File: config.mk
export PLATFORM = sky130hd
export DESIGN_NAME = sfr_page_stack
export DESIGN_NICKNAME = d
export VERILOG_FILES = /design/src/sfr_page_stack.v
export VERILOG_INCLUDE_DIRS = /design/src
export SDC_FILE = /design/constraint.sdc
export NUM_CORES = 1
export LEC_CHECK = 0
export BUFFER_PORTS_ARGS = -buffer_cell sky130_fd_sc_hd__buf_2
export CAP_MARGIN = 20
export CELL_PAD_IN_SITES_DETAIL_PLACEMENT = 1
export CELL_PAD_IN_SITES_GLOBAL_PLACEMENT = 2
export CORE_MARGIN = 5
export CORE_UTILIZATION = 25
export CTS_CLUSTER_DIAMETER = 100
export DETAILED_ROUTE_END_ITERATION = 12
export GPL_TIMING_DRIVEN = 0
export PLACE_DENSITY_LB_ADDON = 0.1
export SYNTH_ARGS = -nofsm -noshare
export SYNTH_HDL_FRONTEND = slang
export SYNTH_SLANG_ARGS = --single-unit
File: constraint.sdc
create_clock -name ref_clk_in -period 2.6 [get_ports ref_clk_in]
set_input_delay 0.52 -clock ref_clk_in [delete_from_list [all_inputs] [get_ports ref_clk_in]]
set_output_delay 0.52 -clock ref_clk_in [all_outputs]
set_load 0.005 [all_outputs]
File: src/sfr_page_stack_consts.vh
/*
 * constants for the page select stack: register offsets, field positions,
 * reset values and stack geometry.
 * assumes an 8-bit register port with one-cycle read latency.
 */
// Behaviour
// with auto paging on, interrupt entry pushes the active page onto the stack
// on entry the active page becomes the interrupting source's page
// with auto paging on, interrupt exit pops and restores the saved page
// pop moves level 1 to active page and every deeper level up one
// index bits 6:4 pick level shown by stack view; 000 top, 100 bottom
// control bit 0 enables push and pop; 0 disables them
// software writes zero to reserved bits 7 and 3:1; they read zero
`ifndef SFR_PAGE_STACK_CONSTS_VH
`define SFR_PAGE_STACK_CONSTS_VH

`define PSC_ADDR_CONTROL     8'hcf
`define PSC_ADDR_ACTIVE_PAGE 8'ha7
`define PSC_ADDR_STACK_VIEW  8'hd7

`define PSC_BIT_ENABLE       0
`define PSC_IDX_LSB          4
`define PSC_IDX_MSB          6

`define PSC_CONTROL_RESET    8'h01
`define PSC_PAGE_RESET       8'h00

`define PSC_STACK_LEVELS     5

`endif

File: src/sfr_page_stack.v
/*
 * page select register with a five-level hardware stack. interrupt entry
 * pushes the active page and loads the source page; interrupt return pops.
 * assumes entry and exit are one-cycle pulses from the interrupt logic and
 * that the register port is driven synchronously to ref_clk_in.
 */
`include "sfr_page_stack_consts.vh"
`timescale 1ns/10ps
`default_nettype none

module sfr_page_stack #(
    parameter LEVELS = `PSC_STACK_LEVELS,
    parameter PAGE_W = 8
) (
    input  wire              ref_clk_in,      // system clock
    input  wire              sys_rst_in,      // synchronous reset, active high
    input  wire              clk_en_in,       // freezes all state while low
    input  wire [7:0]        reg_addr_in,     // register address
    input  wire [7:0]        reg_wdata_in,    // register write data
    input  wire              reg_wr_in,       // write strobe
    input  wire              reg_rd_in,       // read strobe
    output reg  [7:0]        reg_rdata_out,   // read data, cycle after strobe
    input  wire              isr_entry_in,    // interrupt entry pulse
    input  wire [PAGE_W-1:0] isr_page_in,     // page of interrupting source
    input  wire              isr_exit_in,     // return_from_interrupt pulse
    output reg  [PAGE_W-1:0] active_page_out, // active_page_select
    output reg               auto_en_out      // auto_paging_enable
);

    ////////////////////////////////////////////////////////////////////////
    // local constants

    // width of the level index field in the control register
    localparam IDX_W = 3;

    // deepest stack level; a pop refills it with the reset page
    localparam LAST  = LEVELS - 1;

    // reset images, cut to the widths of the registers that take them
    localparam [7:0]        CTRL_RST  = `PSC_CONTROL_RESET;
    localparam [PAGE_W-1:0] PAGE_RST  = `PSC_PAGE_RESET;

    // register offsets on the port
    localparam [7:0]        ADDR_CTL  = `PSC_ADDR_CONTROL;
    localparam [7:0]        ADDR_PAGE = `PSC_ADDR_ACTIVE_PAGE;
    localparam [7:0]        ADDR_VIEW = `PSC_ADDR_STACK_VIEW;

    ////////////////////////////////////////////////////////////////////////
    // decoding helpers

    // true when the port address selects the given register
    function hits;
        input [7:0] addr;
        input [7:0] target;
        begin
            hits = (addr == target);
        end
    endfunction

    // true for index codes that name a real stack level
    function level_ok;
        input [IDX_W-1:0] idx;
        begin
            level_ok = ({29'h0, idx} < LEVELS);
        end
    endfunction

    ////////////////////////////////////////////////////////////////////////
    // declarations

    // control register fields
    reg  [IDX_W-1:0]         stack_level_index_r;
    reg  [IDX_W-1:0]         stack_level_index_nxt;
    reg                      auto_en_nxt;

    // all stack levels side by side, level 0 in the low bits
    wire [PAGE_W*LEVELS-1:0] stack_flat;

    // read path
    reg  [PAGE_W-1:0]        view_sel;
    reg  [7:0]               rdata_nxt;

    // decoded strobes
    wire                     wr_ctl;
    wire                     wr_page;
    wire                     push;
    wire                     pop;

    ////////////////////////////////////////////////////////////////////////
    // strobe decode

    assign wr_ctl  = reg_wr_in && hits(reg_addr_in, ADDR_CTL);
    assign wr_page = reg_wr_in && hits(reg_addr_in, ADDR_PAGE);

    // entry wins when entry and exit land in one cycle
    assign push    = auto_en_out && isr_entry_in;
    assign pop     = auto_en_out && isr_exit_in && !isr_entry_in;

    ////////////////////////////////////////////////////////////////////////
    // control register

    // reserved bits are dropped here, so they can never read back as one
    always @* begin
        auto_en_nxt           = auto_en_out;
        stack_level_index_nxt = stack_level_index_r;
        if (wr_ctl) begin
            auto_en_nxt           = reg_wdata_in[`PSC_BIT_ENABLE];
            stack_level_index_nxt = reg_wdata_in[`PSC_IDX_MSB:`PSC_IDX_LSB];
        end
    end

    // a push in the same cycle as a control write still uses the old enable
    always @(posedge ref_clk_in) begin
        if (sys_rst_in) begin
            auto_en_out         <= CTRL_RST[`PSC_BIT_ENABLE];
            stack_level_index_r <= CTRL_RST[`PSC_IDX_MSB:`PSC_IDX_LSB];
        end else if (clk_en_in) begin
            auto_en_out         <= auto_en_nxt;
            stack_level_index_r <= stack_level_index_nxt;
        end
    end

    ////////////////////////////////////////////////////////////////////////
    // page stack

    // every level has the same shape: a push takes the value from the level
    // above, a pop the value from the level below. level 0 is the active
    // page and takes the source page on a push. a push beyond the depth
    // drops the bottom level; a pop fills the bottom with the reset page.

    genvar g;

    generate
        for (g = 0; g < LEVELS; g = g + 1) begin : level
            wire [PAGE_W-1:0] shallower;   // value a push moves in
            wire [PAGE_W-1:0] deeper;      // value a pop moves in
            reg  [PAGE_W-1:0] level_r;     // stored page of this level
            reg  [PAGE_W-1:0] level_nxt;   // next value of this level

            if (g == 0) begin : top
                assign shallower = isr_page_in;
            end else begin : inner
                assign shallower = stack_flat[(g-1)*PAGE_W +: PAGE_W];
            end

            if (g == LAST) begin : bottom
                assign deeper = PAGE_RST;
            end else begin : upper
                assign deeper = stack_flat[(g+1)*PAGE_W +: PAGE_W];
            end

            // a software page write loses against a push or pop
            always @* begin
                level_nxt = level_r;
                if (push) begin
                    level_nxt = shallower;
                end else if (pop) begin
                    level_nxt = deeper;
                end else if ((g == 0) && wr_page) begin
                    level_nxt = reg_wdata_in[PAGE_W-1:0];
                end
            end

            always @(posedge ref_clk_in) begin
                if (sys_rst_in) begin
                    level_r <= PAGE_RST;
                end else if (clk_en_in) begin
                    level_r <= level_nxt;
                end
            end

            assign stack_flat[g*PAGE_W +: PAGE_W] = level_r;
        end
    endgenerate

    ////////////////////////////////////////////////////////////////////////
    // active page

    // level 0 is a flip-flop, so this output is registered
    always @* begin
        active_page_out = stack_flat[PAGE_W-1:0];
    end

    ////////////////////////////////////////////////////////////////////////
    // stack view

    // invalid index codes show zero rather than a stale level
    always @* begin
        if (level_ok(stack_level_index_r)) begin
            view_sel = stack_flat[stack_level_index_r*PAGE_W +: PAGE_W];
        end else begin
            view_sel = {PAGE_W{1'b0}};
        end
    end

    ////////////////////////////////////////////////////////////////////////
    // read port

    // read data stand for one cycle after the strobe, zero otherwise
    always @* begin
        rdata_nxt = 8'h00;
        if (reg_rd_in) begin
            if (hits(reg_addr_in, ADDR_CTL)) begin
                rdata_nxt = {1'b0, stack_level_index_r, 3'h0, auto_en_out};
            end else if (hits(reg_addr_in, ADDR_PAGE)) begin
                rdata_nxt[PAGE_W-1:0] = stack_flat[PAGE_W-1:0];
            end else if (hits(reg_addr_in, ADDR_VIEW)) begin
                rdata_nxt[PAGE_W-1:0] = view_sel;
            end
        end
    end

    // frozen with the rest of the state while the clock enable is low
    always @(posedge ref_clk_in) begin
        if (sys_rst_in) begin
            reg_rdata_out <= 8'h00;
        end else if (clk_en_in) begin
            reg_rdata_out <= rdata_nxt;
        end
    end

endmodule

`default_nettype wire

Word-level counts from Yosys, hierarchy flattened. Cells that the tools add are included.

Output and inout bits: 17. Bits in registers: 52.

Reduce and logical (&&, ||, !) cells: 11. Mux-type cells: 16. $lt $le $gt $ge: 1. Shift operators: 1. Equal/unequal tests: 3.

Operators with widths (count): 8-bit two-way mux (16); 40-bit by 7-bit variable part select with 8-bit output (1); 8-bit equality test, second input constant (3); 2-bit AND reduction (3); 1-bit logical AND (5); 3-bit less-than comparator, second input constant (1); 3-bit nonzero test (1); 2-bit nonzero test (1); 1-bit logical NOT (1).

Longest topological paths before layout. Gate-level depths: netlist of the first run.

Depth after elaboration: 6. Mapped depth: 6.

Worst setup path before layout of the first run. No wires, ideal clock.

Path type: input-to-reg. Start: in isr_entry_in. End: reg level[0].level_r[6] (netlist: active_page_out[6]). Setup slack: 0.849 ns. Required time: 2.483 ns. Data arrival time: 1.634 ns. Stages: 6. Path through: buf_2 -> o21ai_4 -> or2_1 -> clkbuf_1 -> o2bb2ai_2 -> a22o_1.

Longest elaborated chain between the ends: 4.

RTL lines: start, declared (line sfr_page_stack.v:23) `input wire isr_entry_in,`; 1-bit logical NOT (line sfr_page_stack.v:97) `assign pop = auto_en_out && isr_exit_in && !isr_entry_in;`; 1-bit logical AND (line sfr_page_stack.v:97); 3-bit nonzero test (no source line) / 8-bit two-way mux (equally long branches); 2-bit AND reduction (no source line) / 8-bit two-way mux (equally long branches); end signal, assigned (line sfr_page_stack.v:168) `level_r <= level_nxt;`; end, declared (line sfr_page_stack.v:137) `reg [PAGE_W-1:0] level_r;`.

Several ways; a longest one is shown, not always the timed one. A chain may end at the register's enable or synchronous reset.

Worst setup path after layout of the first run.
Start: reg auto_en_out. End: reg level[1].level_r[4].

Longest elaborated chain between the ends: 4.

RTL lines: start, declared (line sfr_page_stack.v:27) `output reg auto_en_out`; start signal, assigned (line sfr_page_stack.v:115) `` auto_en_out <= CTRL_RST[`PSC_BIT_ENABLE]; ``; start signal, assigned (line sfr_page_stack.v:118) `auto_en_out <= auto_en_nxt;`; 1-bit logical AND (2 in a row) (line sfr_page_stack.v:97); 2-bit nonzero test (no source line); 2-bit AND reduction (no source line); end signal, assigned (line sfr_page_stack.v:168); end, declared (line sfr_page_stack.v:137).

Several ways; a longest one is shown, not always the timed one.

==> summary.txt, run 1 <==
Grt ovf -> 0
CP max stage delay -> 0.50 ns
Final HPWL DP -> 8390 um
Syn Nets -> 345
Hold Path Cell Cnt -> 2
First-pass GRT wire length -> 17600 um
Fmax -> 502 MHz
PostCTS Resize Cnt -> 0
Clk_skew -> 0.0153 ns
IO Port Bufs -> 46
Pin count of the biggest net entering global routing -> 17
Drt total wl -> 11400 um
Number of synthesized flops with an enable pin -> 0
Setup TNS -> 0 ns
Top post-synthesis cells by area -> dfxtp_1 39%, a22o_1 7.8%, a311oi_1 7.8%
Synth cell count leaders -> 52 x dfxtp_1, 47 x nor2_1, 31 x nand2_1
H-tree Lvls -> 2
TritonCTS clock tree -> built
Std cell rows -> 38
Reg2reg end -> level[0].deeper[4]
Hold Path End -> auto_en_out
Post-CTS setup buffers -> 0
Core ar. -> 0.0107 mm2
Antenna diode count -> 0
YS warnings -> 0
RSZ-0062 raised after global routing -> false
CP Cell Sequence -> buf_2 -> o21ai_4 -> nor2_1 -> clkbuf_1 -> nor2_1 -> a311oi_1
Longest Clk Path Bufs -> 2
Crit path launch type -> register
Initial Utilization -> 0.252
Multi-input logic area -> 0.00154 mm2
Status -> finished clean
Synth unique cells -> 34
Final setup vio count -> 0
Sink Count -> 52
Min-delay worst type -> primary input to register
Initial antenna violation count -> 0
Via count -> 2661
IO Count -> 48
Cell Area, Synth -> 0.00270 mm2
Skew-Pair Late Insertion Delay -> 0.32 ns
Vias per cell -> 5.24
Worst-path maximum fanout -> 10
Leak pwr -> 1.09 nW
Proportion of layout cells with a drive suffix above 1 -> 0.190
Worst-path clk slew -> 0.11 ns
Hold_buf cts -> 0
Slew Limit Fails -> 0
Hold slack -> 0.416 ns
Area Growth Syn to Fin -> 18.6%
Placer Congestion -> 0.735
Dominant synthesized flop cell -> dfxtp_1
Post-DR wirelength/cell -> 22.4 um
1st-pass router iterations -> 4
Clk Tree Root Cell -> clkbuf_8
Worst r2r path cells -> 6
CTS buffer count -> 5
Seq/Total Area, Yosys -> 0.386
Power per cell area -> 516 mW/mm2
Max Cap Violations -> 0
Area leader, netlist -> dfxtp_1
R2r startpoint -> auto_en_out
Layout fillers -> 1309
Final period util -> 0.766
Yosys reg bits -> 52
Die span in y -> 114 um
Die Wd -> 114 um
R2r setup slk -> 0.61 ns
Crit path max-delay cell type -> clkbuf_1
Mapped Cells -> 314
Top cell type's share of synthesized area -> 0.386
Final nets -> 398
Vias in the first global route -> 2846
Peak VDD IR -> 0.000191 V
Ys async rst share -> 0
Antenna Violating Nets Remaining -> 0
DRC -> 0
Most used cell along the critical path -> nor2_1
Setup CP Type -> register to register
GRT Resource Usage Total -> 0.180
Total die area -> 0.0130 mm2
Hold path start -> reg_wdata_in[0]
First DRT Iteration DRCs -> 154
CP Capture Type -> register
Register Area -> 0.00104 mm2
Top-count cell post-synth -> dfxtp_1
Worst relative slew slack -> 0.474
Actual slew at the worst max-slew pin -> 0.786 ns
Final Hold Fails -> 0
Minimum clock period -> 1.99 ns
Worst endpoint required time -> 2.83 ns
Avg Cell Area, Syn -> 8.60 um2
Critical Path AT -> 2.22 ns
kinds of logic after synthesis:
logic type / count (synthesis) / synth area share
and+or+nand+nor: 118 / 0.207
AOI/OAI and AO/OA: 96 / 0.293
DFF: 52 / 0.386
buffers and inverters: 29 / 0.0440
muxes: 19 / 0.0705
worst max path at each step:
stage                                     to  cells after the start  slack [ns]          from
after floorplan           active_page_out[6]                      6        0.85  isr_entry_in
after global placement    active_page_out[6]                      6        0.35  isr_entry_in
after detailed placement  active_page_out[6]                      6        0.32  isr_entry_in
after CTS                 level[0].deeper[7]                      6        0.59   auto_en_out
after global routing      level[0].deeper[4]                      6        0.37   auto_en_out
final                     level[0].deeper[4]                      6        0.61   auto_en_out
area by class of cell:
class	count	area share
buffer	28	0.0360
clock buffer	6	0.0258
clock inverter	2	0.00430
inverter	1	0.00117
multi-input combinational	233	0.481
sequential	52	0.325
tap	140	0.0547
timing repair buffer	46	0.0719
layout by cell type (no fill, tap or decap), types with 3 or more instances in the layout:
cell type	synthesis	final
a221oi_1	8	8
a22o_1	24	24
clkbuf_1	19	19
a311oi_1	24	24
o2bb2ai_1	8	8
dfxtp_1	52	52
o21ai_1	8	8
nor2_1	47	47
clkbuf_8	0	6
o21ai_0	4	4
mux2i_1	19	19
nand3_1	24	24
a21oi_1	4	4
nand2_1	31	31
a32oi_1	4	4
buf_2	8	54
or2_1	3	3
a22oi_1	8	8
report_power, final:
part	total (mW)	switching, mW	internal, mW
Sequential	0.893	0.0588	0.835
Combinational	0.235	0.142	0.0928
Clock	0.522	0.303	0.219
worst max-delay path, delay by kind of cell, from the launching register on:
family	cells	cell delay, ns
and+or+nand+nor	2	0.41
buffers and inverters	2	0.73
AOI/OAI and AO/OA	2	0.42
DFF	1	0.34
sequential cells by signal, indices dropped and copies added, names as in the netlist:
name / flops
active_page_out: 8
auto_en_out: 1
level.deeper: 32
level_ok.idx: 3
reg_rdata_out: 8
layer usage:
layer / track usage / vias to the layer above / routed length (um)
li1: - / 1299 / -
met1: 0.254 / 1304 / 5580
met2: 0.292 / 51 / 5240
met3: 0.0308 / 7 / 444
met4: 0.0333 / 0 / 120
met5: 0 / - / 0
metrics by stage:
stage	total power, mW	util	cell area, um2	cells	worst slack [ns]
after floorplan	1.03	-	2700	314	0.849
after global placement	1.14	0.290	3100	500	0.349
after global routing	1.74	0.299	3200	508	0.375
after CTS	1.67	0.299	3200	508	0.589
final	1.65	0.299	3200	508	0.608
after detailed placement	1.15	0.290	3100	500	0.317
(Power assumes the default switching activity.)
==> inputs of run 2 (changes only) <==
- ABC_AREA: not set -> 1
- clock period: 2.6 -> 2 ns (I/O delays scaled with it)
==> run 2 against run 1 <==
Setup slack got worse by 0.31 ns. Wire length is 2.6% higher. Via count is 17% higher. Global-route usage fell by 0.20 points. Worst hold slack worse by 0.025 ns. Synthesized area grew 5.7%. Cell area increased by 7.2%. Largest cell class unchanged.
==> summary.txt, run 2 <==
Final period util -> 0.851
Core ar. -> 0.0113 mm2
Power per cell area -> 742 mW/mm2
1st-pass router iterations -> 4
Seq/Total Area, Yosys -> 0.365
Skew-Pair Late Insertion Delay -> 0.31 ns
Drt total wl -> 11700 um
Hold_buf cts -> 0
Initial antenna violation count -> 0
PostCTS Resize Cnt -> 0
Proportion of layout cells with a drive suffix above 1 -> 0.147
Syn Nets -> 486
Commonest non-fill, non-tap cell in the layout -> nand2_1
Synth cell count leaders -> 185 x nand2_1, 52 x dfxtp_1, 31 x inv_1, 31 x nand3_1
RSZ-0062 raised after global routing -> false
Place WS -> 0.118 ns
Sink Count -> 52
CP Cell Sequence -> nand2_2 -> inv_1 -> clkbuf_1 -> nand2_1 -> a31oi_1
H-tree Lvls -> 2
Peak VDD IR -> 0.000462 V
Vias in the first global route -> 3102
Pin count of the biggest net entering global routing -> 18
First DRT Iteration DRCs -> 145
TritonCTS clock tree -> built
Antenna diode count -> 0
Placer Congestion -> 0.804
DRC -> 0
Die span in y -> 117 um
Setup CP Type -> register to register
Longest Clk Path Bufs -> 2
CP max stage delay -> 0.45 ns
Post-CTS setup buffers -> 0
Most frequent cells in the layout -> 185 x nand2_1, 52 x buf_2, 52 x dfxtp_1
Crit path max-delay cell type -> dfxtp_1
Largest register FFs -> 32
First-pass GRT wire length -> 17900 um
Hold slack -> 0.391 ns
Avg Cell Area, Syn -> 6.27 um2
Leak pwr -> 1.56 nW
Cell Area, Synth -> 0.00285 mm2
Critical Path AT -> 1.94 ns
IO Count -> 48
IO Port Bufs -> 46
Util after Layout -> 0.303
Minimum clock period -> 1.70 ns
Crit path launch type -> register
Top cell type's share of synthesized area -> 0.365
Ys async rst share -> 0
GRT Resource Usage Total -> 0.178
Top-count cell post-synth -> nand2_1
Mapped Cells -> 455
Die Wd -> 117 um
Final Hold Fails -> 0
Std cell rows -> 39
Slew Limit Fails -> 0
Dominant synthesized flop cell -> dfxtp_1
Clk_skew -> 0.00886 ns
Initial Utilization -> 0.252
Area Growth Syn to Fin -> 20.4%
Post-route setup slack -> 0.298 ns
Setup TNS -> 0 ns
Synth unique cells -> 23
Worst relative slew slack -> 0.585
Number of synthesized flops with an enable pin -> 0
Final HPWL DP -> 8880 um
Top post-synthesis cells by area -> dfxtp_1 37%, nand2_1 24%, nand3_1 5.4%
Actual slew at the worst max-slew pin -> 0.623 ns
Total die area -> 0.0136 mm2
Register Area -> 0.00104 mm2
CTS buffer count -> 5
Multi-input logic area -> 0.00154 mm2
Total chip power -> 2.55 mW
Post-DR wirelength/cell -> 17.9 um
Worst-path maximum fanout -> 10
Worst endpoint required time -> 2.24 ns
Layout fillers -> 1506
Status -> finished clean
CP Capture Type -> register
Final nets -> 539
Worst-path clk slew -> 0.07 ns
Min-delay worst type -> primary input to register
Clk Tree Root Cell -> clkbuf_16
Vias per cell -> 4.78
Area leader, netlist -> dfxtp_1
Via count -> 3118
Yosys reg bits -> 52
Final setup vio count -> 0
Fmax -> 588 MHz
Antenna Violating Nets Remaining -> 0
Max Cap Violations -> 0
Grt ovf -> 0
YS warnings -> 0
==> run 2: report_power, final <==
| part | switching, mW | internal (mW) | total (mW) |
|---|---|---|---|
| registers | 0.0967 | 1.09 | 1.18 |
| clock network | 0.449 | 0.597 | 1.05 |
| logic | 0.197 | 0.120 | 0.317 |
| total | 0.743 | 1.80 | 2.55 |
==> run 2: cell type report <==
cell class	instances	area share
buffer	23	0.0361
tap	143	0.0521
clock buffer	5	0.0365
timing repair buffer	46	0.0671
multi-input combinational	342	0.449
clock inverter	3	0.0135
inverter	38	0.0423
sequential	52	0.303
==> run 2: cells by family (layout without fill, tap and decap cells) <==
group           count (synthesis)  in the layout  share of synthesized area
flops                          52             52                      0.365
buf+inv                        61            115                     0.0943
compound gates                 96             96                      0.191
simple gates                  246            246                      0.350
==> run 2: final timing paths <==
kind,startpoint,endpoint,slack [ns],cells past startpoint
max,auto_en_out,level[2].deeper[5],0.30,5
min,reg_wdata_in[4],level_ok.idx[0],0.39,3
max reg2reg,auto_en_out,level[2].deeper[5],0.30,5
min reg2reg,reg_rdata_out[6],reg_rdata_out[6],0.46,2
==> run 2: metal layers <==
metal	vias up	GRT usage	part of all wire
li1	1588	-	-
met2	61	0.286	0.45
met5	-	0	0
met3	11	0.0283	0.039
met4	0	0.0604	0.019
met1	1458	0.243	0.49
==> run 2: stage by stage <==
stage          area [um2]  std cells
6_report             3430        652
3_5_place_dp         3260        644
4_1_cts              3430        652
3_3_place_gp         3260        644
2_1_floorplan        2850        455
5_1_grt              3430        652
==> run 2: critical path: cells and delay by family, from the launching register on <==
family	cells	cell delay [ns]
AOI/OAI and AO/OA	1	0.18
buffers and inverters	2	0.63
DFF	1	0.45
and+or+nand+nor	2	0.37
==> inputs of run 3 (changes only) <==
- CORE_UTILIZATION: 25 -> 27
- clock period: 2 -> 1.45 ns (I/O delays scaled with it)
==> run 3 against run 2 <==
Sequential share of layout area down 0.62 points. Utilization up 3.8 points. Via count down 0.22%. Register-to-register slack worse by 0.19 ns. Sequential power up 36%. Die area down 6.8%. Sequential cell count unchanged. Critical path type unchanged.
==> summary.txt, run 3 (synthesized netlist as in run 2, its figures left out) <==
Fmax -> 744 MHz
Vias in the first global route -> 3213
1st-pass router iterations -> 4
First DRT Iteration DRCs -> 177
Longest Clk Path Bufs -> 2
CP Capture Type -> register
Setup TNS -> 0 ns
Proportion of layout cells with a drive suffix above 1 -> 0.179
Antenna Violating Nets Remaining -> 0
Slew Limit Fails -> 0
Most frequent cells in the layout -> 184 x nand2_1, 50 x dfxtp_1, 48 x buf_2
DRC -> 0
Vias per cell -> 4.79
Max Cap Violations -> 0
Place WS -> -0.309 ns
Initial Utilization -> 0.276
Hold path start -> reg_wdata_in[0]
IO Port Bufs -> 46
Clk Tree Root Cell -> clkbuf_8
Worst r2r path cells -> 10
Hold Path End -> auto_en_out
Antenna diode count -> 0
R2r startpoint -> level_ok.idx[0]
Die Wd -> 113 um
Pin count of the biggest net entering global routing -> 19
Reg2reg end -> reg_rdata_out[4]
Critical Path AT -> 1.53 ns
Worst-path maximum fanout -> 9
R2r setup slk -> 0.11 ns
Placer Congestion -> 0.826
CP Launch Point -> level_ok.idx[0]
Worst relative slew slack -> 0.692
Setup CP Type -> register to register
Actual slew at the worst max-slew pin -> 0.462 ns
IO Count -> 48
Power per cell area -> 840 mW/mm2
Layout fillers -> 1364
Final setup vio count -> 0
Final nets -> 543
First-pass GRT wire length -> 17700 um
Leak pwr -> 1.59 nW
Final HPWL DP -> 8450 um
Worst endpoint required time -> 1.64 ns
Placed insts -> 637
TritonCTS clock tree -> built
Peak VDD IR -> 0.000341 V
H-tree Lvls -> 2
Area Growth Syn to Fin -> 23.5%
Minimum clock period -> 1.34 ns
GRT Resource Usage Total -> 0.176
CP max stage delay -> 0.34 ns
Sink Count -> 52
Std cell rows -> 37
Register Area -> 0.00105 mm2
Skew-Pair Late Insertion Delay -> 0.32 ns
Crit path launch type -> register
Total die area -> 0.0127 mm2
Grt ovf -> 0
Largest register FFs -> 32
Hold_buf cts -> 0
Final period util -> 0.927
CTS buffer count -> 5
WP depth -> 10
Most used cell along the critical path -> nand2_1
Min-delay worst type -> primary input to register
Drt total wl -> 11000 um
Post-route insts no fill -> 649
Commonest non-fill, non-tap cell in the layout -> nand2_1
Multi-input logic area -> 0.00160 mm2
Status -> finished clean
Via count -> 3111
Die span in y -> 113 um
CP bufs+invs -> 2
Post-DR wirelength/cell -> 17.0 um
Delay-heaviest family, CP -> simple AND/OR/NAND/NOR gates
Core ar. -> 0.0103 mm2
Crit path max-delay cell type -> dfxtp_2
Post-route setup slack -> 0.106 ns
Worst-path clk slew -> 0.10 ns
CP Cell Sequence -> buf_8 -> clkbuf_16 -> nand2_1 -> nand3_1 -> nand2_1 -> nand2_1 -> nand2_1 -> nand2_1 -> nand2_1 -> a21oi_1
Clk_skew -> 0.0154 ns
Hold Path Cell Cnt -> 3
Final Hold Fails -> 0
Initial antenna violation count -> 0
run 3: metrics by stage:
stage | util | hold WS, ns | cell area, um2 | power, mW
after floorplan | - | 0.453 | 2850 | 1.87
after global placement | 0.315 | 0.450 | 3250 | 2.08
after detailed placement | 0.315 | 0.456 | 3250 | 2.09
after CTS | 0.327 | 0.251 | 3380 | 2.98
after global routing | 0.341 | 0.267 | 3520 | 3.12
final | 0.341 | 0.267 | 3520 | 2.96
run 3: where the power goes:
part / switching, mW / internal, mW
Combinational: 0.280 / 0.187
Sequential: 0.113 / 1.50
Clock: 0.531 / 0.345
Total: 0.925 / 2.03
run 3: final cells by class:
class,count,area share
Multi-Input combinational cell,342,0.454
Buffer,21,0.0405
Inverter,38,0.0466
Clock buffer,6,0.0206
Timing Repair Buffer,52,0.0881
Clock inverter,2,0.00462
Sequential cell,52,0.297
Tap cell,136,0.0483
run 3: worst register-to-register path, stage by stage, from the launching register on:
cell and delay, ns:
dfxtp_2 0.34, buf_8 0.15, clkbuf_16 0.16, nand2_1 0.06, nand3_1 0.11, nand2_1 0.09
nand2_1 0.06, nand2_1 0.07, nand2_1 0.07, nand2_1 0.06, a21oi_1 0.05
run 3: how the worst max path moves through the flow:
stage | to | slack, ns
final | reg_rdata_out[4] | 0.11
after global routing | level_ok.idx[2] | -0.007
after CTS | reg_rdata_out[5] | 0.01
after detailed placement | active_page_out[5] | -0.31
after global placement | active_page_out[5] | -0.28
after floorplan | active_page_out[5] | 0.12
run 3: what timing repair did:
action	CTS	global route
setup endpoints to repair	48	32
pin swaps	3	2
setup buffers	1	3
gates resized for setup	13	24
cloned	0	2
run 3: layer usage:
| layer | up-vias | part of all wire | global-route usage |
|---|---|---|---|
| met2 | 50 | 0.46 | 0.289 |
| met4 | 0 | 0.013 | 0.0385 |
| met5 | - | 0 | 0 |
| met3 | 11 | 0.031 | 0.0257 |
| li1 | 1593 | - | - |
| met1 | 1457 | 0.50 | 0.245 |
